File: config.mk
export PLATFORM = sky130hd
export DESIGN_NAME = timer2_reload_capture
export DESIGN_NICKNAME = d
export VERILOG_FILES = /design/src/include/timer2_pkg.sv /design/src/rtl/prescale_divider.sv /design/src/rtl/timer2_reload_capture.sv
export SDC_FILE = /design/constraint.sdc
export NUM_CORES = 1
export LEC_CHECK = 0
export BUFFER_PORTS_ARGS = -buffer_cell sky130_fd_sc_hd__buf_2
export CORE_MARGIN = 2
export CORE_UTILIZATION = 57
export CTS_CLUSTER_DIAMETER = 80
export DETAILED_ROUTE_END_ITERATION = 10
export PLACE_DENSITY = 0.81
export SKIP_CTS_REPAIR_TIMING = 1
export SLEW_MARGIN = 20
export SYNTH_ARGS = -nofsm -noshare
export SYNTH_HDL_FRONTEND = slang
export SYNTH_HIERARCHICAL = 1
export SYNTH_SLANG_ARGS = --single-unit
File: constraint.sdc
create_clock -name pclk -period 3.96 [get_ports pclk]
set_clock_uncertainty 0.2 [all_clocks]
set_input_delay 0.396 -clock pclk [delete_from_list [all_inputs] [get_ports pclk]]
set_output_delay 0.396 -clock pclk [all_outputs]
set_load 0.1 [all_outputs]
File: src/include/timer2_pkg.sv
package timer2_pkg;

    // Register indices; byte address is four times the index
    localparam logic [9:0]  TIMER_CONTROL_IDX   = 10'h0c8;
    localparam logic [9:0]  TIMER_MODE_IDX      = 10'h0c9;
    localparam logic [9:0]  CAP_LOW_IDX         = 10'h0ca;
    localparam logic [9:0]  CAP_HIGH_IDX        = 10'h0cb;
    localparam logic [9:0]  COUNT_LOW_IDX       = 10'h0cc;
    localparam logic [9:0]  COUNT_HIGH_IDX      = 10'h0cd;
    localparam logic [9:0]  CLOCK_CONTROL_IDX   = 10'h0df;
    localparam logic [9:0]  OPTION_IDX          = 10'h100;
    localparam logic [9:0]  UNLOCK_IDX          = 10'h101;
    localparam logic [9:0]  IRQ_STATUS_IDX      = 10'h102;
    localparam logic [9:0]  IRQ_CLEAR_IDX       = 10'h103;
    localparam logic [9:0]  IRQ_ENABLE_IDX      = 10'h104;

    // Timer control fields
    localparam int CR_SELECT_BIT  = 0;
    localparam int COUNTER_BIT    = 1;
    localparam int RUN_BIT        = 2;
    localparam int EXT_ENABLE_BIT = 3;
    localparam int TX_BAUD_BIT    = 4;
    localparam int RX_BAUD_BIT    = 5;
    localparam logic [7:0] TIMER_CONTROL_MASK = 8'h3f;

    // Timer mode fields
    localparam int DOWN_ENABLE_BIT = 0;
    localparam int CLKOUT_BIT      = 1;
    localparam logic [7:0] TIMER_MODE_MASK = 8'h03;

    // Clock control fields; only bits 5, 4, 3 and 0 exist
    localparam int PRESCALE_BIT = 5;
    localparam logic [7:0] CLOCK_CONTROL_MASK  = 8'h39;
    localparam logic [7:0] CLOCK_CONTROL_RESET = 8'h01;

    // Option register: bit 3 forces 12 clocks per machine cycle
    localparam int TWELVE_CLOCK_BIT = 3;
    localparam logic [7:0] OPTION_MASK = 8'h08;

    // Interrupt status layout
    localparam int OVF_FLAG_BIT = 0;
    localparam int EXT_FLAG_BIT = 1;

    // Timed-access unlock
    localparam logic [7:0] UNLOCK_KEY_FIRST  = 8'haa;
    localparam logic [7:0] UNLOCK_KEY_SECOND = 8'h55;
    localparam logic [3:0] UNLOCK_WINDOW     = 4'h8;

    // Prescaler divide counts
    localparam logic [3:0] DIV_SHORT = 4'h6;
    localparam logic [3:0] DIV_LONG  = 4'hc;

    localparam logic [15:0] COUNT_ALL_ONES = 16'hffff;

    typedef enum logic [1:0] {
        UNLOCK_IDLE,
        UNLOCK_FIRST,
        UNLOCK_OPEN
    } unlock_state_t;

endpackage

File: src/rtl/prescale_divider.sv
module prescale_divider
    import timer2_pkg::*;
(
    input  wire logic pclk,
    input  wire logic presetn,
    input  wire logic divide_long,
    output logic      tick
);

    logic [3:0] count;
    logic [3:0] next_count;
    logic       next_tick;
    logic [3:0] limit;

    always_comb begin
        limit      = divide_long ? DIV_LONG : DIV_SHORT;
        next_tick  = 1'b0;
        next_count = count + 4'h1;
        if (count >= limit - 4'h1) begin
            next_count = 4'h0;
            next_tick  = 1'b1;
        end
    end

    always_ff @(posedge pclk or negedge presetn) begin
        if (!presetn) begin
            count <= 4'h0;
            tick  <= 1'b0;
        end else begin
            count <= next_count;
            tick  <= next_tick;
        end
    end

endmodule

File: src/rtl/timer2_reload_capture.sv
// Functional notes
// - Mode bit 1 enables the clock-out function on its pin, clear disables it.
// - With down-count enable set in auto-reload mode the trigger pin level picks up or down.
// - A capture event copies the low count byte into the low capture register.
// - The same capture event copies the high count byte into the high capture register.
// - Auto-reload loads the counter from the high and low capture bytes as one 16-bit value.
// - Prescale select picks core clock divided by 6 when 0 and by 12 when 1.
// - The twelve-clock option bit overrides prescale select and forces divide by 12.
// - Clock control always reads, but a write lands only after the unlock sequence.
// - With both baud selects clear, overflow or down-count match sets the overflow flag.
// - A trigger falling edge with external enable and down-count off sets the external flag.
// - Select 0 reloads on overflow or trigger edge, select 1 captures on trigger edge.
// - Run control starts counting; clearing it stops counting, but a trigger-edge reload still loads both count bytes.
module timer2_reload_capture
    import timer2_pkg::*;
(
    input  wire logic        pclk,
    input  wire logic        presetn,
    input  wire logic        psel,
    input  wire logic        penable,
    input  wire logic        pwrite,
    input  wire logic [11:0] paddr,
    input  wire logic [31:0] pwdata,
    output logic      [31:0] prdata,
    output logic             pready,
    output logic             pslverr,
    input  wire logic        external_trigger_pin,
    output logic             clock_out_pin,
    output logic             clock_out_oe,
    output logic             irq
);

    // ----------------------------------------------------------------
    // Register bus
    // ----------------------------------------------------------------
    logic [9:0]  index;
    logic        wr_en;
    logic        known;
    logic [31:0] rd_value;
    logic [31:0] next_prdata;
    logic        next_pready;
    logic        next_pslverr;
    logic [7:0]  wbyte;

    assign index = paddr[11:2];
    assign wbyte = pwdata[7:0];
    // Writes land only on the access edge that completes the transfer
    assign wr_en = psel & penable & pwrite & pready;

    logic [15:0]   count;
    logic [7:0]    cap_low;
    logic [7:0]    cap_high;
    logic [7:0]    timer_control;
    logic [7:0]    timer_mode;
    logic [7:0]    clock_control;
    logic [7:0]    option;
    logic [1:0]    irq_status;
    logic [1:0]    irq_enable;
    unlock_state_t unlock_state;
    logic [3:0]    unlock_timer;

    always_comb begin
        known    = 1'b1;
        rd_value = 32'h0000_0000;
        case (index)
            TIMER_CONTROL_IDX: rd_value[7:0] = timer_control;
            TIMER_MODE_IDX:    rd_value[7:0] = timer_mode;
            CAP_LOW_IDX:       rd_value[7:0] = cap_low;
            CAP_HIGH_IDX:      rd_value[7:0] = cap_high;
            COUNT_LOW_IDX:     rd_value[7:0] = count[7:0];
            COUNT_HIGH_IDX:    rd_value[7:0] = count[15:8];
            CLOCK_CONTROL_IDX: rd_value[7:0] = clock_control;
            OPTION_IDX:        rd_value[7:0] = option;
            UNLOCK_IDX:        rd_value = 32'h0000_0000;
            IRQ_STATUS_IDX:    rd_value[1:0] = irq_status;
            IRQ_CLEAR_IDX:     rd_value = 32'h0000_0000;
            IRQ_ENABLE_IDX:    rd_value[1:0] = irq_enable;
            default:           known = 1'b0;
        endcase
        // Zero-wait slave: ready rises in the first access cycle
        next_pready  = psel & ~penable;
        next_prdata  = (psel & ~penable & ~pwrite) ? rd_value : prdata;
        next_pslverr = psel & ~penable & ~known;
    end

    always_ff @(posedge pclk or negedge presetn) begin
        if (!presetn) begin
            prdata  <= 32'h0000_0000;
            pready  <= 1'b0;
            pslverr <= 1'b0;
        end else begin
            prdata  <= next_prdata;
            pready  <= next_pready;
            pslverr <= next_pslverr;
        end
    end

    // ----------------------------------------------------------------
    // Trigger pin synchroniser and prescaler
    // ----------------------------------------------------------------
    logic ext_meta;
    logic ext_sync;
    logic ext_prev;
    logic ext_fall;
    logic tick;
    logic divide_long;

    always_ff @(posedge pclk or negedge presetn) begin
        if (!presetn) begin
            ext_meta <= 1'b1;
            ext_sync <= 1'b1;
            ext_prev <= 1'b1;
        end else begin
            ext_meta <= external_trigger_pin;
            ext_sync <= ext_meta;
            ext_prev <= ext_sync;
        end
    end

    assign ext_fall = ext_prev & ~ext_sync;

    // prescale select picks the divide ratio
    // twelve-clock option forces the long divide
    assign divide_long = clock_control[PRESCALE_BIT] | option[TWELVE_CLOCK_BIT];

    prescale_divider u_divider (
        .pclk        (pclk),
        .presetn     (presetn),
        .divide_long (divide_long),
        .tick        (tick)
    );

    // ----------------------------------------------------------------
    // Counter core
    // ----------------------------------------------------------------
    logic          baud;
    logic          cr_select;
    logic          ext_enable;
    logic          down_mode;
    logic          count_up;
    logic          cnt_en;
    logic          up_ovf;
    logic          down_match;
    logic          reload;
    logic          capture;
    logic [15:0]   next_count;
    logic [7:0]    next_cap_low;
    logic [7:0]    next_cap_high;
    logic [7:0]    next_timer_control;
    logic [7:0]    next_timer_mode;
    logic [7:0]    next_clock_control;
    logic [7:0]    next_option;
    logic [1:0]    next_irq_status;
    logic [1:0]    next_irq_enable;
    logic [1:0]    set_flags;
    unlock_state_t next_unlock_state;
    logic [3:0]    next_unlock_timer;
    logic          next_clock_out_pin;
    logic          next_clock_out_oe;
    logic          next_irq;

    always_comb begin
        baud       = timer_control[TX_BAUD_BIT] | timer_control[RX_BAUD_BIT];
        cr_select  = timer_control[CR_SELECT_BIT] & ~baud;
        ext_enable = timer_control[EXT_ENABLE_BIT] & ~baud;
        // trigger level steers direction only in auto-reload with down-count
        down_mode  = timer_mode[DOWN_ENABLE_BIT] & ~cr_select & ~baud;
        count_up   = ~down_mode | ext_sync;
        // nothing advances while run control is clear
        cnt_en     = timer_control[RUN_BIT] & (timer_control[COUNTER_BIT] ? ext_fall : tick);
        up_ovf     = cnt_en & count_up & (count == COUNT_ALL_ONES);
        down_match = cnt_en & ~count_up & (count == {cap_high, cap_low});
        // select 0 reloads on overflow or edge, select 1 captures on edge
        reload     = ~cr_select & (up_ovf | (ext_fall & ext_enable & ~down_mode));
        capture    = cr_select & ext_fall & ext_enable;

        next_count = count;
        if (reload) begin
            // reload from the capture bytes, high byte on top
            next_count = {cap_high, cap_low};
        end else if (down_match) begin
            next_count = COUNT_ALL_ONES;
        end else if (cnt_en) begin
            // carry ripples from the low byte into the high byte
            next_count = count_up ? count + 16'h0001 : count - 16'h0001;
        end

        next_cap_low  = cap_low;
        next_cap_high = cap_high;
        if (capture) begin
            next_cap_low  = count[7:0];
            // high byte captured in the same event
            next_cap_high = count[15:8];
        end

        // overflow flag held off in baud-rate use
        set_flags[OVF_FLAG_BIT] = ~baud & (up_ovf | down_match);
        // falling edge sets the external flag when down-count is off
        set_flags[EXT_FLAG_BIT] = ext_fall & ext_enable & ~timer_mode[DOWN_ENABLE_BIT];

        next_timer_control = timer_control;
        next_timer_mode    = timer_mode;
        next_clock_control = clock_control;
        next_option        = option;
        next_irq_enable    = irq_enable;
        next_irq_status    = irq_status;
        next_unlock_state  = unlock_state;
        next_unlock_timer  = unlock_timer;

        if (unlock_state == UNLOCK_OPEN) begin
            next_unlock_timer = unlock_timer - 4'h1;
            if (unlock_timer == 4'h1) begin
                next_unlock_state = UNLOCK_IDLE;
            end
        end

        if (wr_en) begin
            case (index)
                TIMER_CONTROL_IDX: next_timer_control = wbyte & TIMER_CONTROL_MASK;
                TIMER_MODE_IDX:    next_timer_mode    = wbyte & TIMER_MODE_MASK;
                CAP_LOW_IDX:       next_cap_low       = wbyte;
                CAP_HIGH_IDX:      next_cap_high      = wbyte;
                COUNT_LOW_IDX:     next_count[7:0]    = wbyte;
                COUNT_HIGH_IDX:    next_count[15:8]   = wbyte;
                OPTION_IDX:        next_option        = wbyte & OPTION_MASK;
                IRQ_ENABLE_IDX:    next_irq_enable    = wbyte[1:0];
                IRQ_CLEAR_IDX:     next_irq_status    = irq_status & ~wbyte[1:0];
                CLOCK_CONTROL_IDX: begin
                    // a write lands only inside the unlock window
                    if (unlock_state == UNLOCK_OPEN) begin
                        next_clock_control = wbyte & CLOCK_CONTROL_MASK;
                    end
                    next_unlock_state = UNLOCK_IDLE;
                end
                UNLOCK_IDX: begin
                    case (unlock_state)
                        UNLOCK_FIRST: next_unlock_state = (wbyte == UNLOCK_KEY_SECOND)
                                                          ? UNLOCK_OPEN : UNLOCK_IDLE;
                        default:      next_unlock_state = (wbyte == UNLOCK_KEY_FIRST)
                                                          ? UNLOCK_FIRST : UNLOCK_IDLE;
                    endcase
                    next_unlock_timer = UNLOCK_WINDOW;
                end
                default: ;
            endcase
        end
        // Hardware set wins over a clear in the same cycle
        next_irq_status = next_irq_status | set_flags;

        // clock-out toggles on each wrap while enabled
        next_clock_out_oe  = next_timer_mode[CLKOUT_BIT];
        next_clock_out_pin = timer_mode[CLKOUT_BIT] ? clock_out_pin ^ (up_ovf | down_match)
                                                    : 1'b0;
        next_irq = |(next_irq_status & next_irq_enable);
    end

    always_ff @(posedge pclk or negedge presetn) begin
        if (!presetn) begin
            count         <= 16'h0000;
            cap_low       <= 8'h00;
            cap_high      <= 8'h00;
            timer_control <= 8'h00;
            timer_mode    <= 8'h00;
            clock_control <= CLOCK_CONTROL_RESET;
            option        <= 8'h00;
            irq_status    <= 2'b00;
            irq_enable    <= 2'b00;
            unlock_state  <= UNLOCK_IDLE;
            unlock_timer  <= 4'h0;
            clock_out_pin <= 1'b0;
            clock_out_oe  <= 1'b0;
            irq           <= 1'b0;
        end else begin
            count         <= next_count;
            cap_low       <= next_cap_low;
            cap_high      <= next_cap_high;
            timer_control <= next_timer_control;
            timer_mode    <= next_timer_mode;
            clock_control <= next_clock_control;
            option        <= next_option;
            irq_status    <= next_irq_status;
            irq_enable    <= next_irq_enable;
            unlock_state  <= next_unlock_state;
            unlock_timer  <= next_unlock_timer;
            clock_out_pin <= next_clock_out_pin;
            clock_out_oe  <= next_clock_out_oe;
            irq           <= next_irq;
        end
    end

    // ----------------------------------------------------------------
    // Assertions
    // ----------------------------------------------------------------
    logic sw_count_wr;
    assign sw_count_wr = wr_en & ((index == COUNT_LOW_IDX) | (index == COUNT_HIGH_IDX));

    a_clkout_gate: assert property (
        @(posedge pclk) disable iff (!presetn)
        !timer_mode[CLKOUT_BIT] |-> !clock_out_oe ##1 !clock_out_pin)
        else $error("clock-out active while disabled");

    a_down_direction: assert property (
        @(posedge pclk) disable iff (!presetn)
        cnt_en && down_mode && !ext_sync && !down_match && !sw_count_wr
        |=> count == $past(count) - 16'h0001)
        else $error("down count did not decrement");

    a_capture_low: assert property (
        @(posedge pclk) disable iff (!presetn)
        capture && !wr_en |=> cap_low == $past(count[7:0]))
        else $error("low capture byte wrong");

    a_capture_high: assert property (
        @(posedge pclk) disable iff (!presetn)
        capture && !wr_en |=> cap_high == $past(count[15:8]))
        else $error("high capture byte wrong");

    a_reload_value: assert property (
        @(posedge pclk) disable iff (!presetn)
        up_ovf && !cr_select && !wr_en |=> count == {$past(cap_high), $past(cap_low)})
        else $error("reload value wrong");

    a_prescale_six: assert property (
        @(posedge pclk) disable iff (!presetn)
        tick && !clock_control[PRESCALE_BIT] && !option[TWELVE_CLOCK_BIT] && !wr_en
        ##1 !wr_en |-> !tick [*5])
        else $error("divide-by-6 tick spacing wrong");

    a_twelve_forced: assert property (
        @(posedge pclk) disable iff (!presetn)
        $rose(tick) && option[TWELVE_CLOCK_BIT] |=> !tick [*8])
        else $error("twelve-clock option not honoured");

    a_prescale_locked: assert property (
        @(posedge pclk) disable iff (!presetn)
        wr_en && index == CLOCK_CONTROL_IDX && unlock_state != UNLOCK_OPEN
        |=> $stable(clock_control))
        else $error("clock control written while locked");

    a_ovf_flag: assert property (
        @(posedge pclk) disable iff (!presetn)
        up_ovf && !baud |=> irq_status[OVF_FLAG_BIT])
        else $error("overflow flag not set");

    a_ext_flag: assert property (
        @(posedge pclk) disable iff (!presetn)
        ext_fall && ext_enable && !timer_mode[DOWN_ENABLE_BIT] |=> irq_status[EXT_FLAG_BIT])
        else $error("external flag not set");

    a_hold_stopped: assert property (
        @(posedge pclk) disable iff (!presetn)
        !timer_control[RUN_BIT] && !sw_count_wr && !reload |=> $stable(count))
        else $error("count moved while stopped");

    a_count_step: assert property (
        @(posedge pclk) disable iff (!presetn)
        cnt_en && count_up && !up_ovf && !reload && !sw_count_wr
        |=> count == $past(count) + 16'h0001)
        else $error("count did not advance by one");

endmodule

==> run summary <==
Multi-input gate area -> 2900 um^2
I/O Pins -> 87
Drt pass-1 iters -> 5
Die ar. -> 9740 um^2
F_max -> 300 MHz
Starting density of the core -> 58.6%
Crit path kind -> flip-flop to flip-flop
Static Leak -> 2.36 nW
Via/cell ratio -> 6.47
Core footprint -> 8720 um^2
R2r endpoint -> count[14]
Synthesis-stage register bit count -> 75
Synth Area in Adders -> 1.71%
Slew headroom -> 32.3%
DRC Markers -> 0
Routed wire length -> 14300 um
Slew @ Worst Pin -> 1.01 ns
Part of the Yosys area used for sequential elements -> 36.8%
TritonCTS clock tree -> yes
Vias in the first global route -> 4417
Post-DRT Antenna Nets -> 0
Chip Height -> 98.7 um
Gr ovfl total -> 0
Compound-gate portion of the synthesized area -> 14.9%
HPWL Detailed -> 9890 um
Tot GR Track Use -> 29.9%
CP Launch Type -> flip-flop
Critical path peak fanout -> 7
Hold slack final -> -0.0442 ns
Unrepaired setup endpoints after global routing -> false
Violated checks -> hold timing
Cells after Synth -> 587
Register area -> 1880 um^2
Crit path DAT -> 3.40 ns
Xor/xnor share of the synthesized area -> 6.17%
Top_reg_cell synth -> dfrtp_1
Setup violators final -> 0
Clk buf depth -> 2
Port bufs -> 36
Worst r2r src -> timer_control[4]
Pwr Density -> 348 nW/um^2
Clock Tree Root -> clkbuf_8
Syn_area_per_cell -> 8.71 um^2
Reg clk slew, reported paths -> 0.08 ns
Netlist Area Pre-Place -> 5110 um^2
Final GP Congestion -> 0.957
Insertion delay of the later-clocked pin in the worst-skew pair -> 0.37 ns
WL per Instance -> 20.0 um
Async SR Flop Fraction -> 100%
Layout area overhead -> 5.53%
Yosys warnings -> 6
Post-route clock period utilization -> 84.2%
Tightest Hold Check Type -> input port to asynchronous set/reset pin
Final worst path period need -> 3.34 ns
Capturing element type of the critical path -> flip-flop
Fillers -> 747
R2r setup slk -> 0.62 ns
First-pass GRT wire length -> 22900 um
FP Rows -> 34
Largest net degree at the start of global routing -> 76
Multiplexer area fraction after synthesis -> 10.3%
Largest family of logic cells by synthesized area -> simple AND/OR/NAND/NOR gates
Max Cap Viol -> 0
Max Slew Vio Count -> 0
Setup tns final -> 0 ns
VDD IR max -> 0.372 mV
Die width -> 98.7 um
Drt first-iter violations -> 493
Critical path origin -> timer_control[4]
Worst R2R Path Depth -> 10
Number of CTS-inserted buffers -> 9
Distinct cells, synth -> 65
Nets -> 655
H-tree levels -> 3
Finished Core Util -> 61.9%
Initial antenna violation count -> 0
Clock Sink Count -> 75
Number of synthesized flops with an enable pin -> 0
WP data required -> 4.02 ns
Layout cells sized above 1 -> 15.3%
Status -> finished, violations left
Final hold violation count -> 53
Post-Synth Simple-Gate Area -> 21.7%
N_diodes -> 0
Via count -> 4602
==> report_power, final <==
group,internal [mW],total (mW),switching (mW)
logic,0.122,0.395,0.273
clock network,0.294,0.605,0.311
registers,0.822,0.881,0.0583
==> cells by family after synthesis <==
group	count (synthesis)
adders and majority gates	7
AOI/OAI and AO/OA	122
buffers and inverters	80
muxes	48
and+or+nand+nor	218
DFF	75
other	1
xor gates and xnor gates	36
==> synthesized netlist by cell type (4+ instances only) <==
cell type,n,area share [%]
nand4_1,15,1.8
nor3_1,20,2.0
nand2b_1,6,0.73
inv_1,16,1.2
dfstp_2,4,2.1
o21ai_1,5,0.49
buf_4,26,3.8
xnor2_1,27,4.6
buf_1,5,0.37
a22o_1,4,0.69
nand3_1,9,0.88
mux2i_1,30,5.9
xor2_1,9,1.5
nor2b_1,6,0.73
or3_1,7,0.86
nor4_1,11,1.3
o22ai_1,17,2.1
buf_2,12,1.2
ha_1,7,1.7
dfrtp_1,71,35
a21oi_1,29,2.8
o21ai_0,34,3.3
nand2_1,67,4.9
mux2_2,16,3.5
nor2_1,48,3.5
a211oi_1,4,0.59
clkbuf_1,19,1.4
==> placed cells by master (no fill, tap or decap), types with 4 or more instances in the layout <==
cell,instances
ha_1,7
nand3_1,9
inv_1,16
dfrtp_1,71
nor3_1,20
a21oi_1,29
nor2_1,48
nand4_1,15
nor4_1,10
dfstp_2,4
xor2_1,9
o21ai_1,5
buf_4,5
o21ai_0,34
buf_2,35
conb_1,24
mux2i_1,30
or3_1,7
nand2_1,67
nand2b_1,6
a22o_1,4
mux2_2,16
clkbuf_8,9
o22ai_1,17
xnor2_1,27
a211oi_1,4
nor2b_1,6
==> final cells by class <==
type	instances	area share [%]
clock inverters	7	1.41
repair buffers	41	4.13
inverters	16	1.11
well taps	108	2.50
multi-input cells	455	53.7
flip-flops and latches	75	34.9
clock buffers	9	2.30
==> critical path, stage by stage (launching register included) <==
cell and delay [ns]:
dfrtp_1 0.45, nor4b_2 0.44, nand2_1 0.17, xnor2_1 0.16, ha_1 0.28, nor4_1 0.65, nor4_1 0.09, o22ai_1 0.18
mux2i_1 0.26, xnor2_1 0.09, a221oi_1 0.26
==> how the worst max path moves through the flow <==
stage	to	cells past startpoint
3_5_place_dp	count[14]	10
5_1_grt	count[14]	10
2_1_floorplan	count[14]	12
3_3_place_gp	count[14]	10
6_report	count[14]	10
4_1_cts	count[12]	10
==> registers in the layout, indices dropped and copies added (netlist names) <==
| signal | cells |
|---|---|
| u_divider/tick | 1 |
| ext_sync | 1 |
| pslverr | 1 |
| irq_status | 2 |
| unlock_state | 2 |
| cap_low | 8 |
| option | 1 |
| count | 16 |
| pready | 1 |
| cap_high | 8 |
| unlock_timer | 4 |
| clock_out_pin | 1 |
| ext_meta | 1 |
| irq_enable | 2 |
| prdata | 8 |
| timer_control | 6 |
| ext_prev | 1 |
| timer_mode | 2 |
| u_divider/count | 4 |
| clock_control | 4 |
| irq | 1 |
==> metrics by stage <==
step / instance area (um^2) / worst slack, ns / total power [mW] / cells / hold WS, ns
2_1_floorplan: 5200 / 0.837 / 1.21 / 610 / -0.0996
3_3_place_gp: 5180 / 0.730 / 1.26 / 694 / 0.147
3_5_place_dp: 5180 / 0.704 / 1.28 / 694 / 0.149
4_1_cts: 5390 / 0.705 / 1.87 / 710 / -0.0850
5_1_grt: 5400 / 0.400 / 1.96 / 711 / 0.0338
6_report: 5400 / 0.625 / 1.88 / 711 / -0.0442
==> metal layers <==
metal	GRT usage (%)	routed length (um)	share of wire [%]	vias to the layer above
li1	-	-	-	2074
met1	41.9	5750	40	2192
met2	46.4	6720	47	304
met3	6.31	1460	10	32
met4	10.6	330	2.3	0
met5	0	0	0	-
Power figures use the tool's default switching activity.
